===== config.mk =====
export PLATFORM = sky130hd
export DESIGN_NAME = sfr_bank
export DESIGN_NICKNAME = d
export VERILOG_FILES = /design/src/logic/sfr_bank_pkg.sv /design/src/logic/sfr_bank.sv
export SDC_FILE = /design/constraint.sdc
export NUM_CORES = 1
export LEC_CHECK = 0
export ABC_AREA = 0
export BUFFER_PORTS_ARGS = -buffer_cell sky130_fd_sc_hd__buf_2
export CAP_MARGIN = 30
export CELL_PAD_IN_SITES_DETAIL_PLACEMENT = 0
export CELL_PAD_IN_SITES_GLOBAL_PLACEMENT = 1
export CORE_MARGIN = 2
export CORE_UTILIZATION = 43
export CTS_CLUSTER_DIAMETER = 200
export DETAILED_ROUTE_END_ITERATION = 7
export PLACE_DENSITY = 0.93
export SLEW_MARGIN = 10
export SYNTH_ARGS = -nofsm -noshare
export SYNTH_HDL_FRONTEND = slang
export SYNTH_SLANG_ARGS = --single-unit

===== constraint.sdc =====
create_clock -name clk -period 5 [get_ports clk]
set_input_delay 1.25 -clock clk [delete_from_list [all_inputs] [get_ports clk]]
set_output_delay 1.25 -clock clk [all_outputs]
set_load 0.01 [all_outputs]

===== src/logic/sfr_bank_pkg.sv =====
// Purpose: Constants and carrier types for the peripheral control register bank.
// Assumes: 8-bit register port with a 5-bit address.
// Notes: Offsets are byte addresses of the core's register space.
package sfr_bank_pkg;
    localparam int ADDR_W = 5;
    localparam int DATA_W = 8;
    localparam logic [4:0] OFS_ENABLE = 5'h08;
    localparam logic [4:0] OFS_PENDING = 5'h09;
    localparam logic [4:0] OFS_TMR1_LO = 5'h0A;
    localparam logic [4:0] OFS_TMR1_HI = 5'h0B;
    localparam logic [4:0] OFS_PWMA_UP = 5'h0C;
    localparam logic [4:0] OFS_PCH_DLOW = 5'h0D;
    localparam logic [4:0] OFS_PWMB_UP = 5'h0E;
    localparam logic [4:0] OFS_CLKCTRL = 5'h0F;
    localparam logic [4:0] OFS_CONV_UP = 5'h10;
    localparam logic [4:0] OFS_CONV_LO = 5'h11;
    localparam logic [4:0] OFS_RUNCTRL = 5'h12;
    // Pending / enable bit positions.
    localparam int BIT_PWM_A = 7;
    localparam int BIT_PWM_B = 6;
    localparam int BIT_TMR1 = 5;
    localparam int BIT_TMR0 = 4;
    localparam int BIT_WKT = 3;
    localparam int BIT_EXT2 = 2;
    localparam int BIT_EXT1 = 1;
    localparam int BIT_EXT0 = 0;
    // Clock control bits.
    localparam int BIT_BUZZ = 7;
    localparam int BIT_CSTART = 6;
    localparam int BIT_FSTOP = 4;
    localparam int BIT_SYSSEL = 3;
    localparam int BIT_SLOWRUN = 2;
    localparam int BIT_SLOWTYPE = 0;
    localparam logic [7:0] CLKCTRL_RST = 8'h01;
    localparam logic [7:0] CLKCTRL_WMASK = 8'hDD;
    // Run control bits.
    localparam int BIT_PWMA_CLR = 7;
    localparam int BIT_PWMB_CLR = 6;
    localparam int BIT_PWMA_CKS = 5;
    localparam int BIT_PWMB_CKS = 4;
    localparam int BIT_T1_ONES = 3;
    localparam int BIT_T1_ZERO = 2;
    localparam int BIT_T1_HALT = 1;
    localparam int BIT_T0_HALT = 0;
    localparam logic [7:0] RUNCTRL_RST = 8'hC0;
    localparam logic [7:0] ZERO8 = 8'h00;
    localparam logic [15:0] ZERO16 = 16'h0000;
    localparam logic [15:0] ONES16 = 16'hFFFF;
    localparam logic [3:0] CHAN_MAX = 4'hB;

    typedef struct packed {
        logic pwm_a_match;
        logic pwm_b_match;
        logic timer_one_ovf;
        logic timer_zero_ovf;
        logic wakeup_timeout;
        logic ext_pin_two;
        logic ext_pin_one;
        logic ext_pin_zero;
    } event_in_t;

    typedef struct packed {
        logic buzzer_on;
        logic fast_osc_run;
        logic sys_clock_select;
        logic slow_osc_enable;
        logic slow_clock_type;
        logic pwm_a_counter_clear;
        logic pwm_b_counter_clear;
        logic pwm_a_clock_select;
        logic pwm_b_clock_select;
        logic timer_one_force_ones;
        logic timer_one_force_zero;
        logic timer_one_halt;
        logic timer_zero_halt;
    } ctrl_out_t;
endpackage : sfr_bank_pkg


===== src/logic/sfr_bank.sv =====
// Purpose: Peripheral control register bank with pending flags and clock controls.
// Assumes: Peripherals supply one-cycle event pulses and their live state.
// Notes: Timer one counter lives here since its reload and force bits are here.
// Operation
// PWM period match sets pending bit 7 (channel a) or 6 (channel b).
// Timer one overflow sets pending bit 5.
// Timer zero overflow sets pending bit 4.
// Wake-up timer time-out sets pending bit 3.
// Falling edge on pin two or one sets pending bit 2 or 1.
// Either edge on pin zero sets pending bit 0.
// Writing zero clears a pending bit; writing one leaves it.
// Timer one bytes read live counter, writes load reload; reset zero.
// Duty is upper byte plus two low bits in the shared register.
// Shared register bits 7..4 read program counter 11..8, read-only.
// Buzzer enable bit 7, resets disabled.
// Software sets start bit; hardware clears it at conversion end.
// Fast oscillator runs while its stop bit is zero.
// System clock select: zero fast, one slow.
// Slow oscillator always runs when selected, else follows enable bit.
// Slow clock type: zero crystal, one internal RC; resets to one.
// Conversion result readable as upper byte and low nibble, read-only.
// Four-bit channel select, codes 0 to 11, resets zero.
// PWM counter clear bits hold counters at zero; reset to one.
// PWM clock source bit: zero system clock, one fast RC.
// Timer one forced to ones or zero and held while set bits high.
// Timer stop bits freeze counters while one.
// Each pending source has an enable bit in the enable register.
// Interrupt request while any pending bit and its enable are set.
`timescale 1ns/1ps
module sfr_bank
    import sfr_bank_pkg::*;
(
    // Clock and reset
    input wire logic clk,
    input wire logic rstn,
    // Register port
    input wire logic [sfr_bank_pkg::ADDR_W-1:0] addr,
    input wire logic [sfr_bank_pkg::DATA_W-1:0] wdata,
    input wire logic wr_stb,
    input wire logic rd_stb,
    output logic [sfr_bank_pkg::DATA_W-1:0] rdata,
    // Peripheral events and state
    input wire sfr_bank_pkg::event_in_t events,
    input wire logic ext_pin_two_level,
    input wire logic ext_pin_one_level,
    input wire logic ext_pin_zero_level,
    input wire logic timer_one_tick,
    input wire logic conv_done,
    input wire logic [11:0] conv_result,
    input wire logic [11:0] prog_counter,
    // Controls to peripherals
    output sfr_bank_pkg::ctrl_out_t ctrl,
    output logic conv_start,
    output logic [3:0] conv_channel_select,
    output logic [9:0] pwm_a_duty,
    output logic [9:0] pwm_b_duty,
    output logic timer_one_overflow,
    output logic irq_req
);
    import sfr_bank_pkg::*;

    logic [7:0] enable_reg;
    logic [7:0] pending_reg;
    logic [7:0] pending_next;
    logic [7:0] hw_set;
    logic [15:0] t1_count_reg;
    logic [15:0] t1_reload_reg;
    logic [7:0] pwm_a_up_reg;
    logic [7:0] pwm_b_up_reg;
    logic [3:0] duty_low_reg;
    logic [7:0] clkctrl_reg;
    logic [3:0] chan_reg;
    logic [7:0] runctrl_reg;
    logic [2:0] pin_prev_reg;
    logic t1_ovf;

    function automatic logic hit(input logic [ADDR_W-1:0] a, input logic [4:0] ofs);
        hit = (a == ofs);
    endfunction : hit

    // Pin levels are taken as synchronous; previous sample gives the edges.
    always_ff @(posedge clk)
    begin
        if (!rstn)
            pin_prev_reg <= 3'h7;
        else
            pin_prev_reg <= {ext_pin_two_level, ext_pin_one_level, ext_pin_zero_level};
    end

    // Timer one overflows on wrap from all ones when a tick arrives.
    assign t1_ovf = timer_one_tick && !runctrl_reg[BIT_T1_HALT]
        && !runctrl_reg[BIT_T1_ONES] && !runctrl_reg[BIT_T1_ZERO]
        && (t1_count_reg == ONES16);
    assign timer_one_overflow = t1_ovf;

    always_comb
    begin
        hw_set = ZERO8;
        hw_set[BIT_PWM_A] = events.pwm_a_match;
        hw_set[BIT_PWM_B] = events.pwm_b_match;
        hw_set[BIT_TMR1] = events.timer_one_ovf | t1_ovf;
        hw_set[BIT_TMR0] = events.timer_zero_ovf;
        hw_set[BIT_WKT] = events.wakeup_timeout;
        hw_set[BIT_EXT2] = pin_prev_reg[2] & ~ext_pin_two_level;
        hw_set[BIT_EXT1] = pin_prev_reg[1] & ~ext_pin_one_level;
        hw_set[BIT_EXT0] = pin_prev_reg[0] ^ ext_pin_zero_level;
        pending_next = pending_reg;
        if (wr_stb && hit(addr, OFS_PENDING))
            pending_next = pending_reg & wdata;
        // A new event wins over a clear in the same cycle.
        pending_next = pending_next | hw_set;
    end

    always_ff @(posedge clk)
    begin
        if (!rstn)
            pending_reg <= ZERO8;
        else
            pending_reg <= pending_next;
    end

    always_ff @(posedge clk)
    begin
        if (!rstn)
            enable_reg <= ZERO8;
        else if (wr_stb && hit(addr, OFS_ENABLE))
            enable_reg <= wdata;
    end

    assign irq_req = |(pending_reg & enable_reg);

    // Reload bytes are written; the counter reloads on overflow.
    always_ff @(posedge clk)
    begin
        if (!rstn)
            t1_reload_reg <= ZERO16;
        else if (wr_stb && hit(addr, OFS_TMR1_LO))
            t1_reload_reg[7:0] <= wdata;
        else if (wr_stb && hit(addr, OFS_TMR1_HI))
            t1_reload_reg[15:8] <= wdata;
    end

    always_ff @(posedge clk)
    begin
        if (!rstn)
            t1_count_reg <= ZERO16;
        else if (runctrl_reg[BIT_T1_ONES])
            t1_count_reg <= ONES16;
        else if (runctrl_reg[BIT_T1_ZERO])
            t1_count_reg <= ZERO16;
        else if (timer_one_tick && !runctrl_reg[BIT_T1_HALT])
        begin
            if (t1_ovf)
                t1_count_reg <= t1_reload_reg;
            else
                t1_count_reg <= t1_count_reg + 16'h0001;
        end
    end

    always_ff @(posedge clk)
    begin
        if (!rstn)
        begin
            pwm_a_up_reg <= ZERO8;
            pwm_b_up_reg <= ZERO8;
            duty_low_reg <= 4'h0;
        end
        else if (wr_stb)
        begin
            if (hit(addr, OFS_PWMA_UP))
                pwm_a_up_reg <= wdata;
            if (hit(addr, OFS_PWMB_UP))
                pwm_b_up_reg <= wdata;
            if (hit(addr, OFS_PCH_DLOW))
                duty_low_reg <= wdata[3:0];
        end
    end

    assign pwm_a_duty = {pwm_a_up_reg, duty_low_reg[1:0]};
    assign pwm_b_duty = {pwm_b_up_reg, duty_low_reg[3:2]};

    // Start bit: software sets, completion clears; a new start beats completion.
    always_ff @(posedge clk)
    begin
        if (!rstn)
            clkctrl_reg <= CLKCTRL_RST;
        else if (wr_stb && hit(addr, OFS_CLKCTRL))
            clkctrl_reg <= wdata & CLKCTRL_WMASK;
        else if (conv_done)
            clkctrl_reg[BIT_CSTART] <= 1'b0;
    end

    // Codes above eleven have no channel; such writes are ignored.
    always_ff @(posedge clk)
    begin
        if (!rstn)
            chan_reg <= 4'h0;
        else if (wr_stb && hit(addr, OFS_CONV_LO) && wdata[3:0] <= CHAN_MAX)
            chan_reg <= wdata[3:0];
    end

    always_ff @(posedge clk)
    begin
        if (!rstn)
            runctrl_reg <= RUNCTRL_RST;
        else if (wr_stb && hit(addr, OFS_RUNCTRL))
            runctrl_reg <= wdata;
    end

    assign conv_start = clkctrl_reg[BIT_CSTART];
    assign conv_channel_select = chan_reg;

    always_comb
    begin
        ctrl.buzzer_on = clkctrl_reg[BIT_BUZZ];
        ctrl.fast_osc_run = !clkctrl_reg[BIT_FSTOP];
        ctrl.sys_clock_select = clkctrl_reg[BIT_SYSSEL];
        ctrl.slow_osc_enable = clkctrl_reg[BIT_SYSSEL] | clkctrl_reg[BIT_SLOWRUN];
        ctrl.slow_clock_type = clkctrl_reg[BIT_SLOWTYPE];
        ctrl.pwm_a_counter_clear = runctrl_reg[BIT_PWMA_CLR];
        ctrl.pwm_b_counter_clear = runctrl_reg[BIT_PWMB_CLR];
        ctrl.pwm_a_clock_select = runctrl_reg[BIT_PWMA_CKS];
        ctrl.pwm_b_clock_select = runctrl_reg[BIT_PWMB_CKS];
        ctrl.timer_one_force_ones = runctrl_reg[BIT_T1_ONES];
        ctrl.timer_one_force_zero = runctrl_reg[BIT_T1_ZERO];
        ctrl.timer_one_halt = runctrl_reg[BIT_T1_HALT];
        ctrl.timer_zero_halt = runctrl_reg[BIT_T0_HALT];
    end

    // Read data stand for one cycle after the strobe, zero otherwise.
    always_ff @(posedge clk)
    begin
        if (!rstn)
            rdata <= ZERO8;
        else if (!rd_stb)
            rdata <= ZERO8;
        else
        begin
            case (addr)
                OFS_ENABLE: rdata <= enable_reg;
                OFS_PENDING: rdata <= pending_reg;
                OFS_TMR1_LO: rdata <= t1_count_reg[7:0];
                OFS_TMR1_HI: rdata <= t1_count_reg[15:8];
                OFS_PWMA_UP: rdata <= pwm_a_up_reg;
                OFS_PCH_DLOW: rdata <= {prog_counter[11:8], duty_low_reg};
                OFS_PWMB_UP: rdata <= pwm_b_up_reg;
                OFS_CLKCTRL: rdata <= clkctrl_reg;
                OFS_CONV_UP: rdata <= conv_result[11:4];
                OFS_CONV_LO: rdata <= {conv_result[3:0], chan_reg};
                OFS_RUNCTRL: rdata <= runctrl_reg;
                default: rdata <= ZERO8;
            endcase
        end
    end
endmodule : sfr_bank


Yosys cells after proc, flatten, opt, wreduce, memory -nomap -nowiden --
Index checks and enable logic that the tools add are counted.
Operators by class: bitwise gates (word level) 11, reductions and logical operators 24, mux-type cells 8, multiply operators 0, shift-type cells 0, add/sub/neg operators 1, eq/ne operators 12, divide/modulo/power cells 0, order comparisons 1
Operator list (count):
- $pmux W8 S11 | 1
- $mux W16 | 4
- $eq A5 B4 Y1 const B | 8
- $add A16 B1 Y16 const B | 1
- $and A8 B8 Y8 | 2
- $eq A16 B16 Y1 const B | 1
- $eq A5 B5 Y1 const B | 3
- $logic_and A1 B1 Y1 | 12
- $reduce_and A2 Y1 | 5
- $mux W8 | 1
- $or A8 B8 Y8 | 1
- $reduce_or A8 Y1 | 1
- $le A4 B4 Y1 const B | 1
- $logic_not A1 Y1 | 4
- $not A1 Y1 | 3
- $reduce_bool A3 Y1 | 1
- $and A1 B1 Y1 | 2
- $mux W1 | 2
- $or A1 B1 Y1 | 2
- $reduce_bool A2 Y1 | 1
- $xor A1 B1 Y1 | 1
Word-level totals: output and inout bits 48, bits in latches 0, memory bits (read-only) 0, memories 0, input bits 54, word-level logic and storage cells 71, bits in writable memories 0, bits in registers 97

Longest topological paths before layout --
depth in word-level cells 9, gate-level depth with buffers 9, gate-level depth less buffers 6

Worst setup path after synthesis --
No wires, ideal clock.
path type input to output, start input port timer_one_tick, end output port timer_one_overflow, data arrival time 2.308 ns, stages 5, required time 3.750 ns, path slack 1.442 ns, path buffers 1, path through nor4b_2 nand4_1 or2_1 buf_6 clkinv_4
On the way: word-level cells in the longest chain between the ends 4
RTL lines:
- start: declaration | RTL line sfr_bank.sv:47 | input wire logic timer_one_tick,
- $logic_and A1 B1 Y1 | RTL line sfr_bank.sv:91 | assign t1_ovf = timer_one_tick && !runctrl_reg[BIT_T1_HALT]
- $logic_and A1 B1 Y1 (2 in a row) | RTL line sfr_bank.sv:92 | && !runctrl_reg[BIT_T1_ONES] && !runctrl_reg[BIT_T1_ZERO]
- $logic_and A1 B1 Y1 | RTL line sfr_bank.sv:93 | && (t1_count_reg == ONES16);
- end: declaration | RTL line sfr_bank.sv:57 | output logic timer_one_overflow,
Every way passes these cells.

Worst setup path after layout --
Same ends and word-level chain as after synthesis.

==> run summary <==
status: completed
Fin. Hold Viols: 0
Initial Util: 0.440
largest net degree at the start of global routing: 45
share of the synthesized area in the top cell type: 0.407
Yosys reg bits: 97
maximum resistive drop on vdd: 0.168 mV
most common cell in the synthesized netlist: dfxtp_1
CTS Buf Count: 9
Switching Fraction: 0.282
count of flip-flops with a built-in enable after synthesis: 0
design area: 5410 µm²
Die Ht: 109 µm
DRT Pass-1 Iters: 6
vias in the first global route: 4356
reg2reg start: runctrl_reg[3]$_SDFFE_PN0P_
YS warnings: 0
core area: 10800 µm²
Synth Cell Area: 4770 µm²
max cap viols: 0
initial antenna violation count: 1
post-synthesis cell type count: 58
antenna cell count: 0
Worst Path Buf+Inv: 3
Die W: 109 µm
skew final: 12.4 ps
final setup fails: 0
Leakage: 2.01 nW
clk slew on worst S/H paths: 90 ps
worst min-delay path class: reg -> reg
PortBufs: 90
synth cell count leaders: dfxtp_1 (97), nand2_1 (67), a21boi_0 (50), o21ai_0 (44), nand3_1 (41)
I/O pin count: 102
Required @ worst endpoint: 3750 ps
Slowest cell on crit path: or2_1
Slew @ Worst Pin: 762 ps
Antenna Violating Nets Remaining: 0
Top FF cell, synth: dfxtp_1
unrepaired setup endpoints after global routing: false
DRC viols: 0
FILL cells: 1086
first-pass GRT wire length: 24.1 mm
R2R Path End: t1_count_reg[3]$_SDFFE_PN0P_
Final Slew Violations: 0
Layout area overhead: 13.3%
Final min period: 4120 ps
global route total overflow: 0
cell repeated most along the worst path: buf_2
clock latency on the worst-skew pair: 380 ps
Hold WS: 465 ps
CP peak stage delay: 480 ps
worst hold start: pin_prev_reg[2]$_SDFF_PN1_
DP HPWL: 11.4 mm
Root Driver: clkbuf_8
Tot GR Track Use: 0.270
CTS resizes: 0
CP max FO: 9
Worst Setup Start Kind: primary input
CTS H-tree lvls: 3
Crit. End Element: output port
delay-heaviest family, CP: simple AND/OR/NAND/NOR gates
sequential area share after synthesis: 0.407
Hold EP: pending_reg[2]$_SDFF_PN0_
Final Net Count: 686
Power Dens Cells: 263 nW/µm²
Row Count: 38
CTS Hold Buffers Added: 0
Synth area leader: dfxtp_1
fmax: 243 MHz
async set-or-reset flop fraction in the synthesized netlist: 0
WS Path Type: in -> out
synthesized instance count: 569
Logic pwr share: 0.099
Vias/cell: 6.01
Avg WL per Cell: 20.1 µm
synth top area cells: dfxtp_1 (41%), a21boi_0 (7.9%), nand2_1 (5.3%), o21ai_0 (4.6%), nand3_1 (4.3%)
Sink Count: 97
share of cells above drive strength 1: 0.201
Syn Area/Cell: 8.39 µm²
Final Cycle Share: 0.823
Net Sw Power: 0.000401 W
hold path cells: 2
internal power: 0.00102 W
reg2reg setup slack: 2580 ps
TNS Setup: 0 ps
Slew HR: 0.491
dpl cell area: 5230 µm²
gpl congestion: 0.930
register share of total power: 0.573
CTS tree: done
vias: 4664
syn nets: 624
Power, Total: 0.00142 W
DRT iter0 DRCs: 425
DIE AREA: 12000 µm²
Reg2Reg Depth: 6
WP data arrival: 2870 ps
clock buffer depth: 2
clock power share: 0.328
final wirelength: 15.6 mm
Post-CTS Setup Inserts: 0
CP Cell Sequence: buf_2 > nor4b_2 > nand4_1 > or2_1 > clkinv_4 > buf_2
## layout make-up
type	count	area (µm²)	area share
inverter	5	23.8	0.00440
timing repair buffer	94	480	0.0888
clock buffer	9	124	0.0229
tap	140	175	0.0324
clock inverter	7	47.5	0.00879
sequential	97	1940	0.359
multi-input combinational	424	2620	0.484
## cells in the final DEF (no fill, tap or decap), types with 4 or more instances in the layout
cell type / n
a22oi_1: 10
nand3_1: 41
a21oi_1: 17
a21boi_0: 50
a211o_1: 5
mux2_2: 4
mux2i_1: 16
nand2b_1: 8
nor2b_1: 14
buf_4: 4
buf_2: 90
nor3_1: 11
xnor2_1: 7
clkbuf_8: 9
a221oi_1: 8
nor2_1: 38
nand4_1: 7
dfxtp_1: 97
xor2_1: 4
nand2_1: 67
o22ai_1: 5
inv_1: 4
o21a_1: 8
a31oi_1: 9
o21ai_0: 44
a22o_1: 5
## power by group through the flow
stage / registers, W / logic, W / clock network (W)
detailed placement: 0.000833 / 0.000138 / 0
floorplan: 0.000821 / 0.0000892 / 0
global route: 0.000818 / 0.000152 / 0.000507
CTS: 0.000815 / 0.000138 / 0.000468
global placement: 0.000833 / 0.000136 / 0
finish: 0.000816 / 0.000140 / 0.000467
## stage by stage
step           instances  setup WS (ps)  utilization
6_report             776            884        0.499
3_5_place_dp         759            912        0.482
5_1_grt              776            779        0.499
4_1_cts              775            905        0.498
3_3_place_gp         759            930        0.482
2_1_floorplan        569           1440            -
## routing by layer
metal  vias up  share of wire  track usage
met2       223           0.47        0.425
met4         0          0.042        0.148
met3        44          0.075       0.0427
met1      2203           0.42        0.352
li1       2194              -            -
met5         -              0            0
## cell families after synthesis
group,synth area share
buffers and inverters,0.0451
DFF,0.407
and+or+nand+nor,0.214
muxes,0.0477
AOI/OAI and AO/OA,0.263
adders and majority gates,0.00262
xor gates and xnor gates,0.0202
## worst min-delay path, delay by kind of cell (launching register included)
kind            cells  cell delay (ps)
compound gates      1               60
flops               1              310
simple gates        1               50
## worst max-delay path by stage
stage	from	end	slack [ps]	cells past startpoint
after floorplan	timer_one_tick	timer_one_overflow	1440	5
after global placement	timer_one_tick	timer_one_overflow	930	6
after detailed placement	timer_one_tick	timer_one_overflow	910	6
after CTS	timer_one_tick	timer_one_overflow	900	6
after global routing	timer_one_tick	timer_one_overflow	780	6
final	timer_one_tick	timer_one_overflow	880	6
Note: power is estimated with default switching activity, not from simulation.
